`src/design/pgmsk_consts.svh`:
```
// Offsets, reset values and field positions of the power-good mask bank.
`ifndef PGMSK_CONSTS_SVH
`define PGMSK_CONSTS_SVH
`define PGMSK_OUT4_RAIL_OFS 8'hA6
`define PGMSK_OUT4_PIN_RAIL_OFS 8'hA7
`define PGMSK_OUT2_RAIL_OFS 8'hA8
`define PGMSK_OUT4_RAIL_RST 8'h00
`define PGMSK_OUT4_PIN_RAIL_RST 8'h00
`define PGMSK_OUT2_RAIL_RST 8'hC0
`define PGMSK_UNMAPPED_RD 8'h00
`define PGMSK_AUX_REG_TWO_BIT 7
`define PGMSK_LOAD_SWITCH_A_BIT 6
`define PGMSK_CONTROL_PIN_FIVE_BIT 7
`define PGMSK_CONTROL_PIN_ONE_BIT 4
`define PGMSK_TERMINATION_REG_BIT 3
`define PGMSK_AUX_REG_THREE_BIT 0
`endif

```
`src/design/pgmsk_pkg.sv`:
```
// Types shared by the power-good mask bank.
package pgmsk_pkg;
  typedef logic [7:0] pgmsk_byte_t;
  typedef logic [7:0] pgmsk_addr_t;
endpackage : pgmsk_pkg

```
`src/design/pgmsk_regs.sv`:
```
// Power-good tree mask registers and tree evaluation for two outputs.
`timescale 1ns/1ps
`default_nettype none
`include "pgmsk_consts.svh"
// Summary of operation
// - Output four's rail tree takes a source at mask 0, ignores it at 1.
// - Output four's rail mask sits at A6h and resets to zero.
// - A7h bit 7..4 pins 5,4,2,1, bit 3 term, 2..1 switches, 0 aux three.
// - Output four's second mask sits at A7h and resets to zero.
// - Output two's rail mask sits at A8h and resets to C0h.
// - A8h bit 7 aux two, 6 switch A, 5..0 step-down six to one, 1 drops.
module pgmsk_regs (
  // Clock and reset.
  input wire logic clk_sys_in,
  input wire logic rst_n_in,
  // Register port.
  input wire pgmsk_pkg::pgmsk_addr_t reg_addr_in,
  input wire pgmsk_pkg::pgmsk_byte_t reg_wdata_in,
  input wire logic reg_wr_in,
  input wire logic reg_rd_in,
  output var pgmsk_pkg::pgmsk_byte_t reg_rdata_out,
  // Power-good sources, asynchronous, high means good.
  input wire logic [7:0] rail_good_in,
  input wire logic [7:0] pin_rail_good_in,
  input wire logic out2_pin_tree_good_in,
  // Power-good indications.
  output logic general_output_four_power_good_out,
  output logic general_output_two_power_good_out
);

  pgmsk_pkg::pgmsk_byte_t mask4a_ff, nxt_mask4a;
  pgmsk_pkg::pgmsk_byte_t mask4b_ff, nxt_mask4b;
  pgmsk_pkg::pgmsk_byte_t mask2a_ff, nxt_mask2a;
  pgmsk_pkg::pgmsk_byte_t rdata_ff, nxt_rdata;
  logic [16:0] sync1_ff, sync2_ff;
  logic [7:0] keep4a, keep4b, keep2a;
  logic good4_ff, nxt_good4, good2_ff, nxt_good2;

  // Mask writes land on the edge of the strobe; reads are registered.
  always_comb
  begin
    nxt_mask4a = mask4a_ff;
    nxt_mask4b = mask4b_ff;
    nxt_mask2a = mask2a_ff;
    nxt_rdata = rdata_ff;
    if (reg_wr_in)
    begin
      case (reg_addr_in)
        `PGMSK_OUT4_RAIL_OFS: nxt_mask4a = reg_wdata_in;
        `PGMSK_OUT4_PIN_RAIL_OFS: nxt_mask4b = reg_wdata_in;
        `PGMSK_OUT2_RAIL_OFS: nxt_mask2a = reg_wdata_in;
        default: ;
      endcase
    end
    if (reg_rd_in)
    begin
      case (reg_addr_in)
        `PGMSK_OUT4_RAIL_OFS: nxt_rdata = mask4a_ff;
        `PGMSK_OUT4_PIN_RAIL_OFS: nxt_rdata = mask4b_ff;
        `PGMSK_OUT2_RAIL_OFS: nxt_rdata = mask2a_ff;
        default: nxt_rdata = `PGMSK_UNMAPPED_RD;
      endcase
    end
  end

  // Register stage with documented reset values.
  always_ff @(posedge clk_sys_in or negedge rst_n_in)
  begin
    if (!rst_n_in)
    begin
      mask4a_ff <= `PGMSK_OUT4_RAIL_RST;
      mask4b_ff <= `PGMSK_OUT4_PIN_RAIL_RST;
      mask2a_ff <= `PGMSK_OUT2_RAIL_RST;
      rdata_ff <= 8'h00;
    end
    else
    begin
      mask4a_ff <= nxt_mask4a;
      mask4b_ff <= nxt_mask4b;
      mask2a_ff <= nxt_mask2a;
      rdata_ff <= nxt_rdata;
    end
  end

  assign reg_rdata_out = rdata_ff;

  // Two-flop synchroniser on every asynchronous source.
  always_ff @(posedge clk_sys_in or negedge rst_n_in)
  begin
    if (!rst_n_in)
    begin
      sync1_ff <= 17'h00000;
      sync2_ff <= 17'h00000;
    end
    else
    begin
      sync1_ff <= {out2_pin_tree_good_in, pin_rail_good_in, rail_good_in};
      sync2_ff <= sync1_ff;
    end
  end

  // A source passes when it is good or when its mask bit excludes it.
  genvar gi;
  generate
    for (gi = 0; gi < 8; gi++)
    begin : g_term
      assign keep4a[gi] = sync2_ff[gi] | mask4a_ff[gi];
      assign keep4b[gi] = sync2_ff[8 + gi] | mask4b_ff[gi];
      assign keep2a[gi] = sync2_ff[gi] | mask2a_ff[gi];
    end
  endgenerate

  // Each tree is the AND of all its passing terms.
  always_comb
  begin
    nxt_good4 = (&keep4a) & (&keep4b);
    nxt_good2 = (&keep2a) & sync2_ff[16];
  end

  // Indications are registered so the pins never glitch.
  always_ff @(posedge clk_sys_in or negedge rst_n_in)
  begin
    if (!rst_n_in)
    begin
      good4_ff <= 1'h0;
      good2_ff <= 1'h0;
    end
    else
    begin
      good4_ff <= nxt_good4;
      good2_ff <= nxt_good2;
    end
  end

  // Outputs come straight from the indication flip-flops.
  assign general_output_four_power_good_out = good4_ff;
  assign general_output_two_power_good_out = good2_ff;

  // Helper flag that marks the first cycle after reset release.
  logic first_ff;
  always_ff @(posedge clk_sys_in or negedge rst_n_in)
  begin
    if (!rst_n_in)
      first_ff <= 1'h1;
    else
      first_ff <= 1'h0;
  end
endmodule : pgmsk_regs
`default_nettype wire

```
`config.mk`:
```
export PLATFORM = sky130hd
export DESIGN_NAME = pgmsk_regs
export DESIGN_NICKNAME = d
export VERILOG_FILES = /design/src/design/pgmsk_pkg.sv /design/src/design/pgmsk_regs.sv
export VERILOG_INCLUDE_DIRS = /design/src /design/src/design
export SDC_FILE = /design/constraint.sdc
export NUM_CORES = 1
export LEC_CHECK = 0
export ABC_AREA = 1
export BUFFER_PORTS_ARGS = -buffer_cell sky130_fd_sc_hd__buf_4
export CAP_MARGIN = 20
export CELL_PAD_IN_SITES_DETAIL_PLACEMENT = 1
export CELL_PAD_IN_SITES_GLOBAL_PLACEMENT = 2
export CORE_ASPECT_RATIO = 1.75
export CORE_UTILIZATION = 37
export CTS_BUF_LIST = sky130_fd_sc_hd__clkbuf_8
export DETAILED_ROUTE_END_ITERATION = 6
export PLACE_DENSITY = 0.77
export SLEW_MARGIN = 0
export SYNTH_ARGS = -nofsm -noshare
export SYNTH_HDL_FRONTEND = slang
export SYNTH_SLANG_ARGS = --single-unit
```
`constraint.sdc`:
```
create_clock -name clk_sys_in -period 1.05 [get_ports clk_sys_in]
set_input_delay 0.105 -clock clk_sys_in [delete_from_list [all_inputs] [get_ports clk_sys_in]]
set_output_delay 0.105 -clock clk_sys_in [all_outputs]
set_load 0.02 [all_outputs]
```
Word-level counts from Yosys, hierarchy flattened --
Index checks and enable logic that the tools add are counted.
Word-level totals: register bits 68, bits of input ports 37, output and inout bits 10, word-level logic and storage cells 44
Operators by class: eq/ne operators 3, mux-type cells 1, bitwise logic cells 26, reductions and logical operators 6
Operators with widths (number):
- $eq 8x8->1 const B | 3
- $or 1x1->1 | 24
- $pmux 8 s3 | 1
- $reduce_and 8->1 | 3
- $reduce_and 2->1 | 3
- $and 1x1->1 | 2

Depth between registers and ports, before layout --
Gate-level depths: netlist of run 1.
depth after elaboration 3, depth in mapped cells 8, mapped depth without buffers 7

Worst setup path after synthesis of run 1 --
Ideal clock, no wire load.
kind input port to flip-flop, from input reg_addr_in[3], to register mask4a_ff[1], setup time 119 ps, arrival 893 ps, required time 931 ps, slack 38 ps, cell stages on the path 8, path buffers 1, cell sequence inv_1 -> nand2_2 -> nor2_4 -> nand2_4 -> nor2_8 -> buf_8 -> nand2_1 -> o21a_1
Between the ends: longest elaborated chain between the ends 2
Ends and longest elaborated chain:
- start, declared | line pgmsk_regs.sv:17 | input wire pgmsk_pkg::pgmsk_addr_t reg_addr_in,
- $eq 8x8->1 | line pgmsk_regs.sv:48 | case (reg_addr_in)
- $reduce_and 2->1 (no source line)
- end signal, assigned | line pgmsk_regs.sv:71 | mask4a_ff <= `PGMSK_OUT4_RAIL_RST;
- end signal, assigned | line pgmsk_regs.sv:78 | mask4a_ff <= nxt_mask4a;
- end, declared | line pgmsk_regs.sv:31 | pgmsk_pkg::pgmsk_byte_t mask4a_ff, nxt_mask4a;
No other way between the ends. A chain may end at the register's enable or synchronous reset.

Final worst setup path of run 1 --
from register mask2a_ff[7], to register good2_ff, in the netlist general_output_two_power_good_out
Between the ends: longest elaborated chain between the ends 3
Ends and longest elaborated chain:
- start, declared | line pgmsk_regs.sv:33 | pgmsk_pkg::pgmsk_byte_t mask2a_ff, nxt_mask2a;
- start signal, assigned | line pgmsk_regs.sv:73 | mask2a_ff <= `PGMSK_OUT2_RAIL_RST;
- start signal, assigned | line pgmsk_regs.sv:80 | mask2a_ff <= nxt_mask2a;
- $or 1x1->1 | line pgmsk_regs.sv:109 | assign keep2a[gi] = sync2_ff[gi] | mask2a_ff[gi];
- $reduce_and 8->1 | line pgmsk_regs.sv:117 | nxt_good2 = (&keep2a) & sync2_ff[16];
- $and 1x1->1 | line pgmsk_regs.sv:117
- named net nxt_good2 | line pgmsk_regs.sv:37 | logic good4_ff, nxt_good4, good2_ff, nxt_good2;
- end signal, assigned | line pgmsk_regs.sv:131 | good2_ff <= nxt_good2;
- end, declared | line pgmsk_regs.sv:37
The timed path passes the listed nets, and every way through them passes these cells.

==> impl_results.md, run 1 <==
- Outcome: finished clean
- Max Buffers Root-to-Sink: 2
- Detailed Place HPWL: between 4000 and 5000 um
- Starting Density: 38.0%
- Clock transition at path regs: 0.07 ns
- Syn avg cell area: 11.0 um^2
- Design Area, Final: 3520 um^2
- DR vias: 1,901
- Setup TNS: 0 ns
- Hold path depth: 3
- Yosys reg bits: 68
- Number of CTS-inserted buffers: 9
- Ys Warns: 0
- Clock Sinks: 68
- WP buf/inv: 0
- Clock share of power: 39.7%
- Critical-path top delay cell: dfstp_2
- Data arrival, critical path: 1.29 ns
- Worst setup EP type: register
- WS Path Type: reg -> reg
- Crit path max fanout: 2
- Startpoint Class: register
- Drt via density: 4.68
- Core area: 6860 um^2
- Ports: 47
- Cell row count: 40
- RSZ-0062 raised after global routing: true
- Most frequent cells in the layout: dfrtp_1, nand2_1, buf_4
- Number of stages on the worst setup path: 4
- Comb pwr share: 8.0%
- Vias in the first global route: 2,045
- Commonest non-fill, non-tap cell in the layout: dfrtp_1
- Period utilization: 96.3%
- Antenna cells: 0
- Cells after Synth: 237
- Starting DRT DRC Count: 24
- Delay-heaviest family, CP: flip-flops
- Grt ovf: 0
- Yosys cell types: 20
- Sw Ratio: 23.8%
- Routed WL: 5810 um
- First-pass GRT wire length: between 9000 and 10,000 um
- Sw power: ~1300 uW
- Final ANT Viol Nets: 0
- Root Driver: clkbuf_8
- Worst-margin pin slew: 0.379 ns
- Seq pwr share: 52.2%
- Power per cell area: 1550 nW/um^2
- LEAKAGE: 0.00174 uW
- Hold Vio Cnt, Final: 0
- Die area: approximately 7400 um^2
- Synth Cell Area: between 2000 and 3000 um^2
- Sequential area share after synthesis: between 60% and 70%
- TritonCTS clock tree: built
- Die Span X: 65.4 um
- Router iterations before antenna repair: 4
- CP Cell Sequence: nor2_4, nor2_4, nand3_2, nor3_2
- Syn Nets: 274
- Area growth, synth to finish: 35.0%
- Nets: 354
- Fin. max-slew vios: 0
- Initial antenna violation count: 0
- Per-cell routed wire length: 14.3 um
- Crit path time final: 1.01 ns
- Worst hold path class: in -> reg
- Placer's final routability congestion estimate: 0.778
- CP required: 1.33 ns
- Setup violations, final: 0
- Latest clock arrival within the worst-skew pair: 0.35 ns
- H-Tree Depth: 3
- Largest net degree at the start of global routing: 29
- Cell internal pwr: ~4100 uW
- Die height: 113 um
- Residual DRC: 0
- Fmax achieved: 989 MHz
- CP dominant cell by count: nor2_4
- CP max stage delay: 0.55 ns
- Share of cells above drive strength 1: 28.3%
- Max VDD drop: 918 uV
- PortBufs: 46
- Slew HR: between 70% and 80%
- GRT Util Overall: 18.2%
- Clk_skew: 0.00389 ns
- Fillers: between 700 and 800
- Area after detailed placement: roughly 3100 um^2
- Max-Cap Viols: 0
- R2R depth: 4
routing by layer:
layer | wire length [um] | GRT usage, % | vias to the layer above
met2 | 3260 | 31.3 | 40
met5 | 0 | 0 | -
li1 | - | - | 937
met4 | 160 | 12.0 | 0
met3 | 164 | 3.43 | 12
met1 | 2230 | 19.8 | 912
worst paths after layout:
kind	start	slack (ns)	to
setup / recovery	mask2a_ff[7]	0.04	general_output_two_power_good_out
hold / removal	reg_rd_in	0.03	reg_rdata_out[3]
setup reg to reg	mask2a_ff[7]	0.04	general_output_two_power_good_out
hold reg to reg	sync1_ff[1]	0.35	sync2_ff[1]
max in group asynchronous	rst_n_in	0.38	mask2a_ff[7]
min in group asynchronous	rst_n_in	0.17	sync1_ff[16]
timing repair:
action,4_1_cts,5_1_grt
endpoints found under the hold margin,83,0
resized for setup,1,5
pin swaps,0,4
setup buffers,0,0
cloned,0,0
setup endpoints to repair,1,1
hold buffers,18,0
sequential cells by signal (all words and copies together), names as in the netlist:
name                                count
sync1_ff                               17
sync2_ff                               17
mask2a_ff                               8
mask4a_ff                               8
mask4b_ff                               8
reg_rdata_out                           8
general_output_four_power_good_out      1
general_output_two_power_good_out       1
synthesized netlist by cell type:
| library cell | n | share of area, % |
|---|---|---|
| dfrtp_1 | 66 | 63 |
| nand2_1 | 55 | 7.9 |
| nand3_1 | 33 | 6.3 |
| o21a_1 | 17 | 4.9 |
| inv_1 | 14 | 2.0 |
| nor2_1 | 13 | 1.9 |
| o21ai_1 | 8 | 1.5 |
| o22ai_1 | 8 | 1.9 |
| nor2_4 | 3 | 1.3 |
| nor2_8 | 3 | 2.3 |
| buf_4 | 2 | 0.58 |
| buf_8 | 2 | 1.2 |
| dfstp_2 | 2 | 2.0 |
| inv_2 | 2 | 0.29 |
| nand2_2 | 2 | 0.48 |
| nand2_4 | 2 | 0.86 |
| nor3_1 | 2 | 0.38 |
| buf_2 | 1 | 0.19 |
| clkbuf_1 | 1 | 0.14 |
| nand3_2 | 1 | 0.38 |
tightest hold or removal path, delay by kind of cell:
family                 cells  cell delay, ns
buffers and inverters      1            0.13
AND/OR/NAND/NOR            2            0.11
power by group through the flow:
stage	clock network, uW	logic [uW]	registers [uW]
floorplan	0	160	2860
global placement	0	375	2880
detailed placement	0	387	2890
CTS	2250	442	2840
global route	2320	485	2860
finish	2160	437	2840
kinds of logic (layout without fill, tap and decap cells):
kind of cell	after synthesis	after routing	synth area share, %
flip-flops	68	68	65.4
AO/OA/AOI/OAI	33	33	8.36
buffers and inverters	22	107	4.37
AND/OR/NAND/NOR	114	114	21.9
stage by stage:
stage / utilization (%) / cells / hold slack, ns / worst slack [ns] / power [uW]
6_report: 51.3 / 406 / 0.0259 / 0.0388 / 5440
5_1_grt: 51.3 / 406 / 0.0413 / -0.0101 / 5660
4_1_cts: 51.0 / 406 / 0.00431 / 0.00824 / 5530
3_5_place_dp: 45.3 / 372 / -0.00423 / -0.130 / 3280
3_3_place_gp: 45.3 / 372 / -0.00817 / -0.0950 / 3260
2_1_floorplan: - / 237 / -0.191 / 0.0384 / 3020
area by class of cell:
class                   count  area [um^2]  area share, %
flip-flops and latches     68         1700           48.5
multi-input cells         147          812           23.1
repair buffers             75          633           18.0
clock buffers              10          138           3.91
well taps                  84          105           2.99
clock inverters             6         65.1           1.85
inverters                  16         60.1           1.71
Note: power is estimated with default switching activity, not from simulation.
==> inputs of run 2 (changes only) <==
Settings changed: CORE_UTILIZATION 37 to 40, PLACE_DENSITY 0.77 to 0.83.
Clock period 1.05 ns to 1.3 ns, I/O delays scaled along.
==> impl_results.md, run 2 (synthesized netlist as in run 1, its figures left out) <==
- CP Cell Sequence: nor2_1, nor2_1, nand3_1, nor3_1
- Power per cell area: 1370 nW/um^2 (-11%)
- Setup ws final: 0.274 ns (+0.235 ns)
- Outcome: finished clean
- CP required: 1.56 ns (+0.23 ns)
- First-pass GRT wire length: 9720 um (+0.57%)
- Nets: 348 (-1.7%)
- Crit path max fanout: 3 (+1)
- H-Tree Depth: 3 (unchanged)
- Area growth, synth to finish: 33.5%
- GRT Util Overall: 19.3% (+1.1 points)
- Layout Cells excl Fill: 396 (-2.5%)
- Worst Hold Slack: 0.0617 ns (+0.0358 ns)
- Share of cells above drive strength 1: 25.6% (-2.6 points)
- Max Buffers Root-to-Sink: 2 (unchanged)
- PortBufs: 46 (unchanged)
- Final ANT Viol Nets: 0 (unchanged)
- DR vias: 1,880 (-1.1%)
- Router iterations before antenna repair: 2 (-2)
- Number of CTS-inserted buffers: 9 (unchanged)
- Routed WL: 5620 um (-3.3%)
- Vias in the first global route: 2,062 (+0.83%)
- Clock Sinks: 68 (unchanged)
- WS Path Type: reg -> reg
- Core area: 6230 um^2 (-9.2%)
- Die area: 6850 um^2 (-7.3%)
- Latest clock arrival within the worst-skew pair: 0.34 ns (about the same)
- Data arrival, critical path: 1.28 ns (about the same)
- Starting DRT DRC Count: 40 (+67%)
- Clk_skew: 0.00568 ns (+0.00179 ns)
- Fin. max-slew vios: 0 (unchanged)
- Die height: 109 um (-3.8%)
- LEAKAGE: 0.00174 uW (about the same)
- Initial antenna violation count: 0 (unchanged)
- Reg2reg start: mask2a_ff[7]
- Per-cell routed wire length: 14.2 um (-0.83%)
- Setup violations, final: 0 (unchanged)
- Startpoint Class: register
- R2R depth: 4 (unchanged)
- Commonest non-fill, non-tap cell in the layout: dfrtp_1
- Clock transition at path regs: 0.07 ns (about the same)
- Worst R2R End: general_output_two_power_good_out
- TritonCTS clock tree: built
- Top flop regs: sync1_ff (17), sync2_ff (17)
- Critical-path top delay cell: dfstp_2
- Residual DRC: 0 (unchanged)
- Worst setup EP type: register
- Largest net degree at the start of global routing: 44 (+52%)
- FF-to-FF setup slack: 0.27 ns (+0.24 ns)
- Setup TNS: 0 ns (unchanged)
- Placer's final routability congestion estimate: 0.804 (+3.4%)
- Crit path time final: 1.03 ns (+0.0145 ns)
- Detailed Place HPWL: 3960 um (-9.2%)
- Setup bufs post-CTS: 0 (unchanged)
- RSZ-0062 raised after global routing: false
- Ports: 47 (unchanged)
- CP dominant cell by count: nor2_1
- Max VDD drop: 873 uV (-5.0%)
- CP max stage delay: 0.57 ns (+0.02 ns)
- Max-Cap Viols: 0 (unchanged)
- Critical Path Start: mask2a_ff[7]
- Worst Setup EP: general_output_two_power_good_out
- Number of hold buffers added after cts: 18 (unchanged)
- Antenna cells: 0 (unchanged)
- Die Span X: 63.0 um (-3.7%)
- Worst-margin pin slew: 0.364 ns (-0.0144 ns)
- DP Cell Count: 362 (-2.7%)
- Grt ovf: 0 (unchanged)
- Fmax achieved: 975 MHz (-1.4%)
- Cell row count: 38 (-5.0%)
- Total Power: 4760 uW (-12%)
- Hold Vio Cnt, Final: 0 (unchanged)
- Worst hold path class: in -> reg
- Starting Density: 41.8% (+3.8 points)
- Slew HR: 75.7% (+0.96 points)
- Drt via density: 4.75 (+1.4%)
- CTS resizes: 0 (-1)
- Most frequent cells in the layout: dfrtp_1, nand2_1, buf_4
- Dpl ws: 0.0137 ns (+0.144 ns)
- Root Driver: clkbuf_8
- Period utilization: 78.9% (-17 points)
## run 2: changes by cell type in the layout (fill, tap and decap cells not counted), sizes merged
cell      before  now
clkinvlp       3    0
clkbuf        10   11
bufinv         1    3
buf           57   51
## run 2: power breakdown
group / leakage, uW / switching (uW) / internal, uW
sequential: 0.000857 / 70.3 / 2220
clock: 0.000131 / 764 / 1370
combinational: 0.000749 / 158 / 176
total: 0.00174 / 993 / 3770
## run 2: final cells by class
type,count,area [um^2]
Clock buffer,11,151
Clock inverter,5,98.8
Fill cell,684,2750
Inverter,16,60.1
Multi-Input combinational cell,147,787
Sequential cell,68,1700
Tap cell,80,100
Timing Repair Buffer,69,576
## run 2: metal layers
layer	part of all wire, %	vias to the layer above	track usage [%]
met5	0	-	0
met1	41	911	21.1
li1	-	922	-
met4	1.8	0	9.97
met3	3.0	8	4.50
met2	55	39	34.3
## run 2: worst min path at each step
stage,start,depth (start not counted),endpoint
2_1_floorplan,rst_n_in,0,general_output_four_power_good_out
5_1_grt,reg_wdata_in[6],3,mask2a_ff[6]
4_1_cts,reg_wdata_in[7],3,mask2a_ff[7]
3_5_place_dp,rst_n_in,1,reg_rdata_out[0]
6_report,reg_wdata_in[6],3,mask2a_ff[6]
3_3_place_gp,rst_n_in,1,reg_rdata_out[0]
## run 2: critical path: cells and delay by family (launching register included)
kind | cells | cell delay (ns)
flip-flops | 1 | 0.57
AND/OR/NAND/NOR | 4 | 0.38
## run 2: stage by stage
step           instance area (um^2)  util, %
2_1_floorplan                  2610        -
3_3_place_gp                   3050     48.9
3_5_place_dp                   3050     48.9
4_1_cts                        3480     55.8
5_1_grt                        3480     55.8
6_report                       3480     55.8
